$ cat config.mk
export PLATFORM = sky130hd
export DESIGN_NAME = remote_wake_unit
export DESIGN_NICKNAME = d
export VERILOG_FILES = /design/src/shared/wake_pkg.sv /design/src/hw/magic_detect.sv /design/src/hw/pattern_track.sv /design/src/hw/remote_wake_unit.sv
export SDC_FILE = /design/constraint.sdc
export NUM_CORES = 1
export LEC_CHECK = 0
export ABC_AREA = 1
export ABC_CLOCK_PERIOD_IN_PS = 12200
export BUFFER_PORTS_ARGS = -buffer_cell sky130_fd_sc_hd__buf_2
export CORE_MARGIN = 2
export CORE_UTILIZATION = 61
export CTS_CLUSTER_DIAMETER = 50
export CTS_CLUSTER_SIZE = 20
export DETAILED_ROUTE_END_ITERATION = 16
export MAX_ROUTING_LAYER = met4
export PLACE_DENSITY = 0.84
export SLEW_MARGIN = 20
export SYNTH_ARGS = -nofsm -noshare
export SYNTH_HDL_FRONTEND = slang
export SYNTH_HIERARCHICAL = 1
export SYNTH_SLANG_ARGS = --single-unit
$ cat constraint.sdc
create_clock -name MCLK -period 12.2 [get_ports MCLK]
set_input_delay 0.61 -clock MCLK [delete_from_list [all_inputs] [get_ports MCLK]]
set_output_delay 0.61 -clock MCLK [all_outputs]
set_load 0.01 [all_outputs]
$ cat src/shared/wake_pkg.sv
// Constants for the remote wake unit: register offsets, field positions,
// reset values and the layout of a pattern storage word.
// Assumes a byte-addressed register port with 32-bit data words.
package wake_pkg;

  localparam logic [4:0] OFS_CTRL = 5'h00;
  localparam logic [4:0] OFS_ADDR_LOW = 5'h04;
  localparam logic [4:0] OFS_ADDR_HIGH = 5'h08;
  localparam logic [4:0] OFS_POINTER = 5'h0C;
  localparam logic [4:0] OFS_LEN_LOW = 5'h10;
  localparam logic [4:0] OFS_LEN_HIGH = 5'h14;
  localparam logic [4:0] OFS_CNT_LOW = 5'h18;
  localparam logic [4:0] OFS_CNT_HIGH = 5'h1C;

  // Word at OFS_CTRL
  localparam int BIT_LC_STATUS = 15;
  localparam int BIT_MP_STATUS = 14;
  localparam int BIT_WF_STATUS = 13;
  localparam int BIT_CLEAR = 12;
  localparam int BIT_LC_PME_ON = 11;
  localparam int BIT_LC_PME_OFF = 10;
  localparam int BIT_MP_PME_ON = 9;
  localparam int BIT_MP_PME_OFF = 8;
  localparam int BIT_WF_PME_ON = 7;
  localparam int BIT_WF_PME_OFF = 6;
  localparam int BIT_LC_UNIT_ON = 5;
  localparam int BIT_LC_UNIT_OFF = 4;
  localparam int BIT_MP_UNIT_ON = 3;
  localparam int BIT_MP_UNIT_OFF = 2;
  localparam int BIT_WF_UNIT_ON = 1;
  localparam int BIT_WF_UNIT_OFF = 0;
  localparam int PAT_EN_LSB = 16;
  localparam int MATCH_LSB = 24;

  // Word at OFS_ADDR_HIGH
  localparam int EVT_EN_LSB = 16;
  localparam int BIT_FORCE = 23;

  localparam int NUM_PATTERNS = 7;
  localparam int FIELD_W = 7;
  localparam int FIELD_STRIDE = 8;
  localparam int FIELDS_LOW = 4;

  localparam logic PAIR_RESET = 1'b0;
  localparam logic [6:0] FIELD_RESET = 7'h00;
  localparam logic [47:0] ADDR_RESET = 48'h0;

  // Pattern word: byte of pattern p at [8p+7:8p], compare mask at 64+p
  localparam int PAT_WORD_W = 128;
  localparam int PAT_MASK_LSB = 64;

  localparam logic [7:0] MAGIC_SYNC_VALUE = 8'hFF;
  localparam logic [2:0] MAGIC_SYNC_BYTES = 3'h6;
  localparam logic [2:0] ADDR_LAST_BYTE = 3'h5;
  localparam logic [3:0] MAGIC_LAST_REPEAT = 4'hF;

  typedef enum logic [0:0] {MP_SYNC, MP_ADDR} magic_state_e;

endpackage

$ cat src/hw/magic_detect.sv
// Magic packet detector: six sync bytes then the station address 16 times.
// Assumes a byte stream on the core clock with a start marker on byte 0.
`timescale 1ns/100ps
`default_nettype none
module magic_detect
  import wake_pkg::*;
(
  input wire logic clk,
  input wire logic rst,
  input wire logic enable,
  input wire logic sof,
  input wire logic valid,
  input wire logic [7:0] data,
  input wire logic [47:0] addr,
  output logic hit
);
  magic_state_e state;
  logic [2:0] sync_cnt;
  logic [2:0] byte_idx;
  logic [3:0] rep;
  magic_state_e cur_state;
  logic [2:0] cur_sync;

  // A start marker restarts the search even in the middle of a sequence
  assign cur_state = sof ? MP_SYNC : state;
  assign cur_sync = sof ? 3'h0 : sync_cnt;

  function automatic logic [7:0] addr_byte(input logic [47:0] a,
                                           input logic [2:0] i);
    addr_byte = a[{i, 3'h0} +: 8];
  endfunction

  always_ff @(posedge clk or posedge rst) begin
    if (rst) begin
      state <= MP_SYNC;
      sync_cnt <= 3'h0;
      byte_idx <= 3'h0;
      rep <= 4'h0;
      hit <= 1'b0;
    end else begin
      hit <= 1'b0;
      if (!enable) begin
        state <= MP_SYNC;
        sync_cnt <= 3'h0;
      end else if (valid) begin
        case (cur_state)
          MP_SYNC: begin
            state <= MP_SYNC;
            if (cur_sync == MAGIC_SYNC_BYTES
                && data == addr_byte(addr, 3'h0)) begin
              state <= MP_ADDR;
              byte_idx <= 3'h1;
              rep <= 4'h0;
            end else if (data == MAGIC_SYNC_VALUE) begin
              if (cur_sync != MAGIC_SYNC_BYTES) begin
                sync_cnt <= cur_sync + 3'h1;
              end else begin
                sync_cnt <= cur_sync;
              end
            end else begin
              sync_cnt <= 3'h0;
            end
          end
          MP_ADDR: begin
            if (data == addr_byte(addr, byte_idx)) begin
              if (byte_idx == ADDR_LAST_BYTE) begin
                byte_idx <= 3'h0;
                if (rep == MAGIC_LAST_REPEAT) begin
                  hit <= 1'b1; // RQ9
                  state <= MP_SYNC;
                  sync_cnt <= 3'h0;
                end else begin
                  rep <= rep + 4'h1;
                end
              end else begin
                byte_idx <= byte_idx + 3'h1;
              end
            end else begin
              state <= MP_SYNC;
              sync_cnt <= (data == MAGIC_SYNC_VALUE) ? 3'h1 : 3'h0;
            end
          end
          default: begin
            state <= MP_SYNC;
            sync_cnt <= 3'h0;
          end
        endcase
      end
    end
  end
endmodule
`default_nettype wire

$ cat src/hw/pattern_track.sv
// Progress tracker for one stored pattern against the incoming frame.
// Assumes the pattern byte for the current frame position is presented
// in the same cycle as the received byte.
`timescale 1ns/100ps
`default_nettype none
module pattern_track (
  input wire logic clk,
  input wire logic rst,
  input wire logic enable,
  input wire logic sof,
  input wire logic valid,
  input wire logic [7:0] data,
  input wire logic [7:0] pat_byte,
  input wire logic pat_mask,
  input wire logic [6:0] len,
  output logic [6:0] count,
  output logic hit
);
  logic alive;
  logic [6:0] pos;
  logic live;
  logic same;

  assign pos = sof ? 7'h00 : count;
  assign live = sof | alive;
  assign same = !pat_mask || (data == pat_byte);

  always_ff @(posedge clk or posedge rst) begin
    if (rst) begin
      count <= 7'h00; // RQ17
      alive <= 1'b0;
      hit <= 1'b0;
    end else begin
      hit <= 1'b0;
      if (valid) begin
        if (!enable) begin
          if (sof) begin
            count <= 7'h00;
            alive <= 1'b0;
          end
        end else if (live) begin // RQ1
          count <= pos; // RQ17
          if (!same) begin
            alive <= 1'b0;
          end else if (pos == len) begin // RQ15
            hit <= 1'b1;
            alive <= 1'b0;
          end else begin
            count <= pos + 7'h01;
            alive <= 1'b1;
          end
        end
      end
    end
  end
endmodule
`default_nettype wire

$ cat src/hw/remote_wake_unit.sv
// Remote wake unit: register file, wake sources, status and event request.
// Assumes receive bytes and the configuration event enable arrive on MCLK;
// the link-up level comes from outside and is synchronised here.
//
// Local design decision: the plain strobed port.
`timescale 1ns/100ps
`default_nettype none
// What this block does
// RQ1: Compare a stored pattern only while its enable bit 22..16 is set.
// RQ2: Status bits 15,14,13 set on link, magic, frame wake; writes ignored.
// RQ3: Writing bit 12 clears magic, link status and match bits; reads zero.
// RQ4: Pair control: upper bit on, lower bit off; reads 10 or 01; resets off.
// RQ5: Link change event asserts PME# when pair 11/10 on and PME enable set.
// RQ6: Magic packet event asserts PME# when pair 9/8 on and PME enable set.
// RQ7: Wake frame event asserts PME# when pair 7/6 on and PME enable set.
// RQ8: Link change unit on: each link-up sets link status and may raise PME#.
// RQ9: Magic unit on: each packet checked for magic pattern; hit sets status.
// RQ10: Frame unit on: packets compared with enabled patterns; hit sets match.
// RQ11: Writing bit 23 of event enable forces an event; bit reads zero.
// RQ12: Pattern match raises an event only if its event enable bit is set.
// RQ13: Station address held as high bytes 5,4 and low bytes 3..0.
// RQ14: Seven-bit pointer to the pattern word compared; writable for test.
// RQ15: Length field holds bytes to compare minus one; resets to zero.
// RQ16: Software never programs a pattern shorter than six bytes.
// RQ17: Read-only seven-bit progress counter per pattern; resets to zero.
// RQ18: Patterns 4..6 fields in second register, patterns 0..3 in first.
// RQ19: Match bits 30..24 show the last packet matched pattern 6..0.
// RQ20: Reset forces the whole unit and its registers to reset state.
// RQ21: Software turns frame matching off before touching pattern storage.
// RQ22: Flags stay set until clear or reset; request is OR of gated sources. Frame status clears only on reset, not on the clear.
module remote_wake_unit
  import wake_pkg::*;
(
  input wire logic MCLK,
  input wire logic RST,
  input wire logic [4:0] ADDR,
  input wire logic [31:0] WDATA,
  input wire logic WR,
  input wire logic RD,
  output logic [31:0] RDATA,
  input wire logic RX_VALID,
  input wire logic RX_SOF,
  input wire logic RX_EOF,
  input wire logic [7:0] RX_DATA,
  input wire logic LINK_UP,
  input wire logic PME_EN,
  output logic [6:0] PAT_ADDR,
  input wire logic [PAT_WORD_W-1:0] PAT_WORD,
  output logic PME_N
);
  localparam int NP = NUM_PATTERNS;

  logic lc_pme_on;
  logic mp_pme_on;
  logic wf_pme_on;
  logic lc_unit_on;
  logic mp_unit_on;
  logic wf_unit_on;
  logic lc_status;
  logic mp_status;
  logic wf_status;
  logic forced;
  logic [NP-1:0] pat_en;
  logic [NP-1:0] evt_en;
  logic [NP-1:0] match;
  logic [47:0] station;
  logic [6:0] pointer;
  logic [NP*FIELD_W-1:0] lens;
  logic [NP*FIELD_W-1:0] counts;
  logic [NP-1:0] pat_hit;
  logic magic_hit;
  logic link_meta;
  logic link_sync;
  logic link_prev;
  logic link_rise;
  logic wr_ctrl;
  logic wr_high;
  logic clear;
  logic pme_req;
  logic [31:0] next_rdata;

  // Pair write: on wins over off if software sets both
  function automatic logic pair_next(input logic cur, input logic on,
                                     input logic off);
    pair_next = on ? 1'b1 : (off ? 1'b0 : cur);
  endfunction

  function automatic logic [1:0] pair_read(input logic on);
    pair_read = {on, ~on};
  endfunction

  // Place per-pattern fields at byte lanes, starting from pattern base
  function automatic logic [31:0] pack_fields(
      input logic [NP*FIELD_W-1:0] flat, input int base, input int n);
    logic [31:0] w;
    w = 32'h0;
    for (int i = 0; i < n; i++) begin
      w[i*FIELD_STRIDE +: FIELD_W] = flat[(base+i)*FIELD_W +: FIELD_W];
    end
    pack_fields = w;
  endfunction

  assign wr_ctrl = WR && (ADDR == OFS_CTRL);
  assign wr_high = WR && (ADDR == OFS_ADDR_HIGH);
  assign clear = wr_ctrl && WDATA[BIT_CLEAR]; // RQ3

  // Link level comes from the PHY side; the first stage feeds only the second
  always_ff @(posedge MCLK or posedge RST) begin
    if (RST) begin
      link_meta <= 1'b0;
      link_sync <= 1'b0;
      link_prev <= 1'b0;
    end else begin
      link_meta <= LINK_UP;
      link_sync <= link_meta;
      link_prev <= link_sync;
    end
  end

  assign link_rise = link_sync && !link_prev;

  // Pair controls
  always_ff @(posedge MCLK or posedge RST) begin
    if (RST) begin
      lc_pme_on <= PAIR_RESET; // RQ20
      mp_pme_on <= PAIR_RESET;
      wf_pme_on <= PAIR_RESET;
      lc_unit_on <= PAIR_RESET;
      mp_unit_on <= PAIR_RESET;
      wf_unit_on <= PAIR_RESET;
    end else if (wr_ctrl) begin
      lc_pme_on <= pair_next(lc_pme_on, WDATA[BIT_LC_PME_ON],
                             WDATA[BIT_LC_PME_OFF]); // RQ4
      mp_pme_on <= pair_next(mp_pme_on, WDATA[BIT_MP_PME_ON],
                             WDATA[BIT_MP_PME_OFF]); // RQ4
      wf_pme_on <= pair_next(wf_pme_on, WDATA[BIT_WF_PME_ON],
                             WDATA[BIT_WF_PME_OFF]); // RQ4
      lc_unit_on <= pair_next(lc_unit_on, WDATA[BIT_LC_UNIT_ON],
                              WDATA[BIT_LC_UNIT_OFF]); // RQ4
      mp_unit_on <= pair_next(mp_unit_on, WDATA[BIT_MP_UNIT_ON],
                              WDATA[BIT_MP_UNIT_OFF]); // RQ4
      wf_unit_on <= pair_next(wf_unit_on, WDATA[BIT_WF_UNIT_ON],
                              WDATA[BIT_WF_UNIT_OFF]); // RQ4
    end
  end

  // Plain read/write registers
  always_ff @(posedge MCLK or posedge RST) begin
    if (RST) begin
      pat_en <= '0;
      evt_en <= '0;
      station <= ADDR_RESET;
      lens <= '0; // RQ15
    end else if (WR) begin
      case (ADDR)
        OFS_CTRL: begin
          pat_en <= WDATA[PAT_EN_LSB +: NP]; // RQ1
        end
        OFS_ADDR_HIGH: begin
          station[47:32] <= WDATA[15:0]; // RQ13
          evt_en <= WDATA[EVT_EN_LSB +: NP]; // RQ12
        end
        OFS_ADDR_LOW: begin
          station[31:0] <= WDATA; // RQ13
        end
        OFS_LEN_LOW: begin
          for (int i = 0; i < FIELDS_LOW; i++) begin
            lens[i*FIELD_W +: FIELD_W] <=
                WDATA[i*FIELD_STRIDE +: FIELD_W]; // RQ18
          end
        end
        OFS_LEN_HIGH: begin
          for (int i = 0; i < NP - FIELDS_LOW; i++) begin
            lens[(FIELDS_LOW+i)*FIELD_W +: FIELD_W] <=
                WDATA[i*FIELD_STRIDE +: FIELD_W]; // RQ18
          end
        end
        default: begin
        end
      endcase
    end
  end

  // Pointer follows the frame; a test write overrides the receive path
  always_ff @(posedge MCLK or posedge RST) begin
    if (RST) begin
      pointer <= FIELD_RESET;
    end else if (WR && ADDR == OFS_POINTER) begin
      pointer <= WDATA[6:0]; // RQ14
    end else if (RX_VALID) begin
      if (RX_EOF) begin
        pointer <= 7'h00;
      end else if (RX_SOF) begin
        pointer <= 7'h01; // RQ14
      end else if (pointer != 7'h7F) begin
        pointer <= pointer + 7'h01; // RQ14
      end
    end
  end

  assign PAT_ADDR = pointer;

  magic_detect magic (
    .clk(MCLK),
    .rst(RST),
    .enable(mp_unit_on), // RQ9
    .sof(RX_SOF),
    .valid(RX_VALID),
    .data(RX_DATA),
    .addr(station),
    .hit(magic_hit)
  );

  for (genvar p = 0; p < NP; p++) begin : track
    pattern_track tracker (
      .clk(MCLK),
      .rst(RST),
      .enable(wf_unit_on && pat_en[p]), // RQ10
      .sof(RX_SOF),
      .valid(RX_VALID),
      .data(RX_DATA),
      .pat_byte(PAT_WORD[p*8 +: 8]),
      .pat_mask(PAT_WORD[PAT_MASK_LSB + p]),
      .len(lens[p*FIELD_W +: FIELD_W]),
      .count(counts[p*FIELD_W +: FIELD_W]),
      .hit(pat_hit[p])
    );
  end

  // Sticky flags; a set in the same cycle as the clear wins
  always_ff @(posedge MCLK or posedge RST) begin
    if (RST) begin
      lc_status <= 1'b0;
    end else if (lc_unit_on && link_rise) begin
      lc_status <= 1'b1; // RQ8
    end else if (clear) begin
      lc_status <= 1'b0; // RQ3
    end
  end

  always_ff @(posedge MCLK or posedge RST) begin
    if (RST) begin
      mp_status <= 1'b0;
    end else if (mp_unit_on && magic_hit) begin
      mp_status <= 1'b1; // RQ9
    end else if (clear) begin
      mp_status <= 1'b0; // RQ3
    end
  end

  // Frame status is not touched by the clear command, only by reset
  always_ff @(posedge MCLK or posedge RST) begin
    if (RST) begin
      wf_status <= 1'b0;
    end else if (wf_unit_on && |pat_hit) begin
      wf_status <= 1'b1; // RQ2
    end
  end

  always_ff @(posedge MCLK or posedge RST) begin
    if (RST) begin
      match <= '0;
    end else begin
      for (int i = 0; i < NP; i++) begin
        if (pat_hit[i]) begin
          match[i] <= 1'b1; // RQ19
        end else if (clear) begin
          match[i] <= 1'b0; // RQ3
        end
      end
    end
  end

  // Forced event holds until the clear command so the host can see it
  always_ff @(posedge MCLK or posedge RST) begin
    if (RST) begin
      forced <= 1'b0;
    end else if (wr_high && WDATA[BIT_FORCE]) begin
      forced <= 1'b1; // RQ11
    end else if (clear) begin
      forced <= 1'b0;
    end
  end

  // RQ22
  assign pme_req = forced
      || (PME_EN && lc_pme_on && lc_status) // RQ5
      || (PME_EN && mp_pme_on && mp_status) // RQ6
      || (PME_EN && wf_pme_on && |(match & evt_en)); // RQ7 RQ12

  always_ff @(posedge MCLK or posedge RST) begin
    if (RST) begin
      PME_N <= 1'b1;
    end else begin
      PME_N <= !pme_req;
    end
  end

  // Read mux; unmapped addresses and command bits read zero
  always_comb begin
    next_rdata = 32'h0;
    case (ADDR)
      OFS_CTRL: begin
        next_rdata[MATCH_LSB +: NP] = match; // RQ19
        next_rdata[PAT_EN_LSB +: NP] = pat_en;
        next_rdata[BIT_LC_STATUS] = lc_status; // RQ2
        next_rdata[BIT_MP_STATUS] = mp_status; // RQ2
        next_rdata[BIT_WF_STATUS] = wf_status; // RQ2
        next_rdata[BIT_LC_PME_ON -: 2] = pair_read(lc_pme_on); // RQ4
        next_rdata[BIT_MP_PME_ON -: 2] = pair_read(mp_pme_on); // RQ4
        next_rdata[BIT_WF_PME_ON -: 2] = pair_read(wf_pme_on); // RQ4
        next_rdata[BIT_LC_UNIT_ON -: 2] = pair_read(lc_unit_on); // RQ4
        next_rdata[BIT_MP_UNIT_ON -: 2] = pair_read(mp_unit_on); // RQ4
        next_rdata[BIT_WF_UNIT_ON -: 2] = pair_read(wf_unit_on); // RQ4
      end
      OFS_ADDR_LOW: begin
        next_rdata = station[31:0];
      end
      OFS_ADDR_HIGH: begin
        next_rdata[15:0] = station[47:32];
        next_rdata[EVT_EN_LSB +: NP] = evt_en;
      end
      OFS_POINTER: begin
        next_rdata[6:0] = pointer;
      end
      OFS_LEN_LOW: begin
        next_rdata = pack_fields(lens, 0, FIELDS_LOW); // RQ18
      end
      OFS_LEN_HIGH: begin
        next_rdata = pack_fields(lens, FIELDS_LOW, NP - FIELDS_LOW);
      end
      OFS_CNT_LOW: begin
        next_rdata = pack_fields(counts, 0, FIELDS_LOW); // RQ17
      end
      OFS_CNT_HIGH: begin
        next_rdata = pack_fields(counts, FIELDS_LOW, NP - FIELDS_LOW);
      end
      default: begin
        next_rdata = 32'h0;
      end
    endcase
  end

  always_ff @(posedge MCLK or posedge RST) begin
    if (RST) begin
      RDATA <= 32'h0;
    end else if (RD) begin
      RDATA <= next_rdata;
    end else begin
      RDATA <= 32'h0;
    end
  end
endmodule
`default_nettype wire

Yosys cells after proc, flatten, opt, wreduce, memory -nomap -nowiden
Index checks and enable logic that the tools add are counted.
- logic and storage cells: 395
- output and inout port bits: 40
- RAM bits: 0
- memory bits (read-only): 0
- memories kept: 0
- bits in latches: 0
- input port bits: 182
- bits in registers: 246
- shift-type cells: 1
- magnitude comparators: 0
- $add $sub $neg: 11
- bitwise operators: 15
- eq/ne operators: 44
- multiplexer cells: 169
- multiply operators: 0
- reduce and logical (&&, ||, !) cells: 100
- div/mod/pow operators: 0
- operator list (cell ; number):
    $mux W7 ; 40
    $mux W1 ; 103
    $eq A8 B8 Y1 ; 9
    $pmux W10 S7 ; 1
    $add A7 B1 Y7 const B ; 8
    $pmux W7 S8 ; 1
    $eq A7 B7 Y1 ; 7
    $reduce_bool A2 Y1 ; 24
    $shiftx A48 B7 Y8 ; 1
    $reduce_and A2 Y1 ; 19
    $mux W3 ; 12
    $pmux W5 S7 ; 1
    $mux W32 ; 1
    $pmux W7 S4 ; 1
    $reduce_and A3 Y1 ; 8
    $logic_and A1 B1 Y1 ; 23
    $ne A2 B2 Y1 const B ; 11
    $eq A5 B5 Y1 const B ; 4
    $mux W4 ; 4
    $reduce_or A7 Y1 ; 2
    $pmux W3 S2 ; 2
    $eq A5 B4 Y1 const B ; 2
    $logic_or A1 B1 Y1 ; 10
    $logic_not A1 Y1 ; 9
    other kinds (20) ; 37

Depth between registers and ports, before layout
- word-level depth: 8
- depth in mapped cells: 18
- gate-level depth less buffers: 16

Cells and area by module
The synthesis kept the hierarchy.
- modules (own cells, without submodules) (module ; cells each ; times used ; area each (um2)):
    remote_wake_unit ; 1024 ; 1 ; 8165.3
    pattern_track ; 158 ; 7 ; 897.1
    magic_detect ; 305 ; 1 ; 1707.9

Worst setup path before layout
No wires, ideal clock.
- path type: input to register
- start: in RX_SOF
- end: reg magic.rep[0]
- data required time: 12.083 ns
- arrival: 1.905 ns
- setup time: 0.117 ns
- slack: 10.178 ns
- cell stages on the path: 12
- cells stage by stage: nor2_1 -> ha_1 -> nand3_1 -> inv_1 -> nand3_1 -> nor3_1 -> nand2_1 -> nor3b_1 -> o21bai_4 -> nand3_2 -> nand2_1 -> nand2_1
- longest elaborated chain between the ends: 5
- ends and longest elaborated chain (what ; RTL line ; source):
    start: declaration ; remote_wake_unit.sv:42 ; input wire logic RX_SOF,
    $mux W3 ; magic_detect.sv:26 ; assign cur_sync = sof ? 3'h0 : sync_cnt;
    $eq A3 B3 Y1 ; magic_detect.sv:49 ; if (cur_sync == MAGIC_SYNC_BYTES
    $logic_and A1 B1 Y1 ; magic_detect.sv:50 ; && data == addr_byte(addr, 3'h0)) begin
    $ne A2 B1 Y1 (no line) ; n/a ;
    $reduce_and A6 Y1 (no line) ; n/a ;
    end signal: assignment ; magic_detect.sv:73 ; rep <= rep + 4'h1;
    end: declaration ; magic_detect.sv:20 ; logic [3:0] rep;
Several ways; a longest one is shown, not always the timed one.
A chain may end at the register's enable or synchronous reset.

Worst setup path in the final report
- start: in ADDR[1]
- end: reg lc_pme_on
- longest elaborated chain between the ends: 3
- ends and longest elaborated chain (what ; RTL line ; source):
    start: declaration ; remote_wake_unit.sv:36 ; input wire logic [4:0] ADDR,
    $logic_not A5 Y1 ; remote_wake_unit.sv:103 ; assign wr_ctrl = WR && (ADDR == OFS_CTRL);
    $logic_and A1 B1 Y1 ; remote_wake_unit.sv:103 ;
    $reduce_and A2 Y1 (no line) ; n/a ;
    end signal: assignment ; remote_wake_unit.sv:132 ; lc_pme_on <= pair_next(lc_pme_on, WDATA[BIT_LC_PME_ON],
    end: declaration ; remote_wake_unit.sv:53 ; logic lc_pme_on;
Every way passes these cells.

==> impl_metrics.env <==
export IMPL_grt_max_degree=96
export IMPL_num_vias=16811
export IMPL_ant_nets=0
export IMPL_syn_inst=2435
export IMPL_grt_pass1_wl_um=78500
export IMPL_status="finished clean"
export IMPL_wl_per_cell_um=16.8
export IMPL_io_pins=222
export IMPL_drcViolationCount=0
export IMPL_syn2layout_area_growth_pct=11.2
export IMPL_fin_nets=2738
export IMPL_cts_sinks=246
export IMPL_synthFlopType="dfrtp_1"
export IMPL_slew_headroom_pct=26.7
export IMPL_cts_clk_slew_worst_paths_ns=0.07
export IMPL_synth_distinct_cells=44
export IMPL_async_flop_share_pct=100
export IMPL_worstSetupStartpointType="primary input"
export IMPL_cts_hold_buf=0
export IMPL_io_buffers=156
export IMPL_num_rows=59
export IMPL_drt_iter0_drc=2098
export IMPL_die_w_um=167
export IMPL_viasPerCell=5.78
export IMPL_cts_tree="yes"
export IMPL_busiest_layer="met2"
export IMPL_synth_seq_cells=246
export IMPL_synth_edf_count=0
export IMPL_period_minus_slack_ns=3.22
export IMPL_hpwl_um=34600
export IMPL_powerDensity_mw_per_mm2=133
export IMPL_insertion_delay_ns=0.56
export IMPL_start_util_pct=62.0
export IMPL_crit_fanout=60
export IMPL_numCtsBuffers=29
export IMPL_nFillCells=2167
export IMPL_setup_violations=0
export IMPL_yosysSeqAreaShare_pct=38.1
export IMPL_grtUsageMet2_pct=58.5
export IMPL_grt_use_met1_pct=44.3
export IMPL_mostFrequentLayoutCells="nand2_1 (843), inv_1 (360), dfrtp_1 (245)"
export IMPL_tightestPinTransition_ns=1.09
export IMPL_grt_pass1_vias=15793
export IMPL_drv_slew=0
export IMPL_dp_cells=2856
export IMPL_maxCapViolCount=0
export IMPL_drt_total_wl_um=48800
export IMPL_final_common_cell="nand2_1"
export IMPL_root_buffer="clkbuf_16"
export IMPL_period_share_pct=26.4
export IMPL_holdCritPathClass="primary input to flop"
export IMPL_hold_violations=0
export IMPL_antenna_cells=0
export IMPL_worstSetupPathType="primary input to flop"
export IMPL_syn_num_nets=2621
export IMPL_cp_arrival_ns=3.61
export IMPL_worst_setup_path_end_kind="flop"
export IMPL_cp_data_required_time_ns=12.59
export IMPL_die_y_um=167
export IMPL_grt_usage_pct=35.6
export IMPL_cts_buffer_depth=3
export IMPL_rsz0062_at_grt="no"
export IMPL_h_tree_depth=1
export IMPL_avgSynthCellArea_um2=6.63
export IMPL_fmaxAchievable_mhz=311
export IMPL_synthesis_area_mm2=0.0162
export IMPL_power_leakage_uw=0.00954
export IMPL_p_total_uw=2380
export IMPL_grt_overflow_total=0
export IMPL_detail_route_first_pass_iterations=6
export IMPL_antenna_found_initial=0
export IMPL_yosysWarningCount=6
export IMPL_stdcell_count=2910
export IMPL_fin_setup_tns_ns=0
export IMPL_finClkSkew_ns=0.0112
export IMPL_gp_congestion=0.972
export IMPL_met3_usage_pct=5.39
export IMPL_ctsResizeCount=0
export IMPL_drive_gt1_share_pct=11.8
export IMPL_postCtsSetupRepairBufs=0
export IMPL_core_area_mm2=0.0261
export IMPL_peakVddDrop_uv=113
export IMPL_die_area_mm2=0.0278
state kept, by name (all words and copies together) (netlist names), 3 cells and up:
signal / count
magic/sync_cnt: 3
match: 7
track.tracker/alive: 7
station: 48
track.tracker/count: 49
magic/rep: 4
lens: 49
pat_en: 7
evt_en: 7
RDATA: 32
track.tracker/hit: 7
magic/byte_idx: 3
PAT_ADDR: 7
cells in the mapped netlist (6+ instances only):
| cell type | count | area, µm² |
|---|---|---|
| o21ai_1 | 107 | 536 |
| buf_2 | 33 | 165 |
| xor2_1 | 10 | 87.6 |
| o21ai_0 | 120 | 601 |
| o22ai_1 | 8 | 50.1 |
| inv_2 | 14 | 52.6 |
| o211ai_1 | 6 | 45.0 |
| dfrtp_1 | 245 | 6130 |
| a21oi_2 | 7 | 61.3 |
| buf_4 | 9 | 67.6 |
| nand4_1 | 115 | 719 |
| inv_1 | 362 | 1360 |
| nand2_2 | 12 | 75.1 |
| or2_2 | 10 | 62.6 |
| nor2_4 | 13 | 146 |
| nand3_1 | 139 | 696 |
| nand3_2 | 6 | 60.1 |
| a21oi_1 | 37 | 185 |
| a31oi_2 | 7 | 87.6 |
| clkbuf_1 | 17 | 63.8 |
| xnor2_1 | 30 | 263 |
| nor2_1 | 201 | 754 |
| nor3_1 | 12 | 60.1 |
| nand3b_1 | 14 | 105 |
| nor2_2 | 13 | 81.3 |
| nand2_1 | 843 | 3160 |
| buf_6 | 17 | 191 |
where the power goes:
part	switching (µW)	internal (µW)
logic	287	149
clock network	386	549
registers	107	906
total	780	1600
worst paths after layout:
check | cells past startpoint | startpoint | endpoint | slack, ns
worst max-delay path | 8 | ADDR[1] | lc_pme_on | 8.98
worst min-delay path | 1 | LINK_UP | link_meta | 0.16
worst max register to register | 15 | magic/byte_idx[0] | magic/byte_idx[0] | 9.55
worst min register to register | 0 | link_meta | link_sync | 0.35
max in group asynchronous | 3 | RST | lens[0] | 10.24
min in group asynchronous | 2 | RST | track[0].tracker/count[0] | 0.24
per-stage QoR:
step / utilization (%) / hold slack, ns / area (µm²) / setup WS [ns]
CTS: 68.9 / 0.149 / 18000 / 9.11
detailed placement: 64.9 / 0.343 / 16900 / 8.65
floorplan: - / 0.331 / 16200 / 6.96
global route: 68.9 / 0.148 / 18000 / 8.81
finish: 68.9 / 0.157 / 18000 / 8.98
global placement: 64.9 / 0.334 / 16900 / 8.71
cell type report:
| class | instances | area, µm² | area share [%] |
|---|---|---|---|
| clock buffer | 33 | 761 | 4.24 |
| clock inverter | 21 | 278 | 1.55 |
| inverter | 377 | 1430 | 7.93 |
| multi-input combinational | 1735 | 8090 | 45.0 |
| sequential | 246 | 6160 | 34.3 |
| tap | 335 | 419 | 2.33 |
| timing repair buffer | 163 | 833 | 4.64 |
logic make-up after synthesis:
group	Yosys count	synth area share, %
AND/OR/NAND/NOR	1390	37.3
buffers and inverters	454	11.8
AO/OA/AOI/OAI	301	10.2
flip-flops	246	38.1
XOR/XNOR	40	2.17
adder cells (fa/ha/maj)	4	0.310
metal layers:
| layer | wire length [µm] | share of wire, % | vias to the layer above |
|---|---|---|---|
| met5 | 0 | 0 | - |
| met4 | 2120 | 4.3 | 0 |
| met3 | 4920 | 10 | 157 |
| met2 | 23000 | 47 | 969 |
| met1 | 18800 | 38 | 7750 |
| li1 | - | - | 7935 |
critical path, stage by stage:
cell	delay [ns]
buf_2	0.12
nor2_4	0.10
buf_4	0.57
nand3_2	0.42
inv_2	0.39
nand2_1	0.69
o21ai_0	0.52
o21ai_0	0.17
Power figures use the tool's default switching activity.
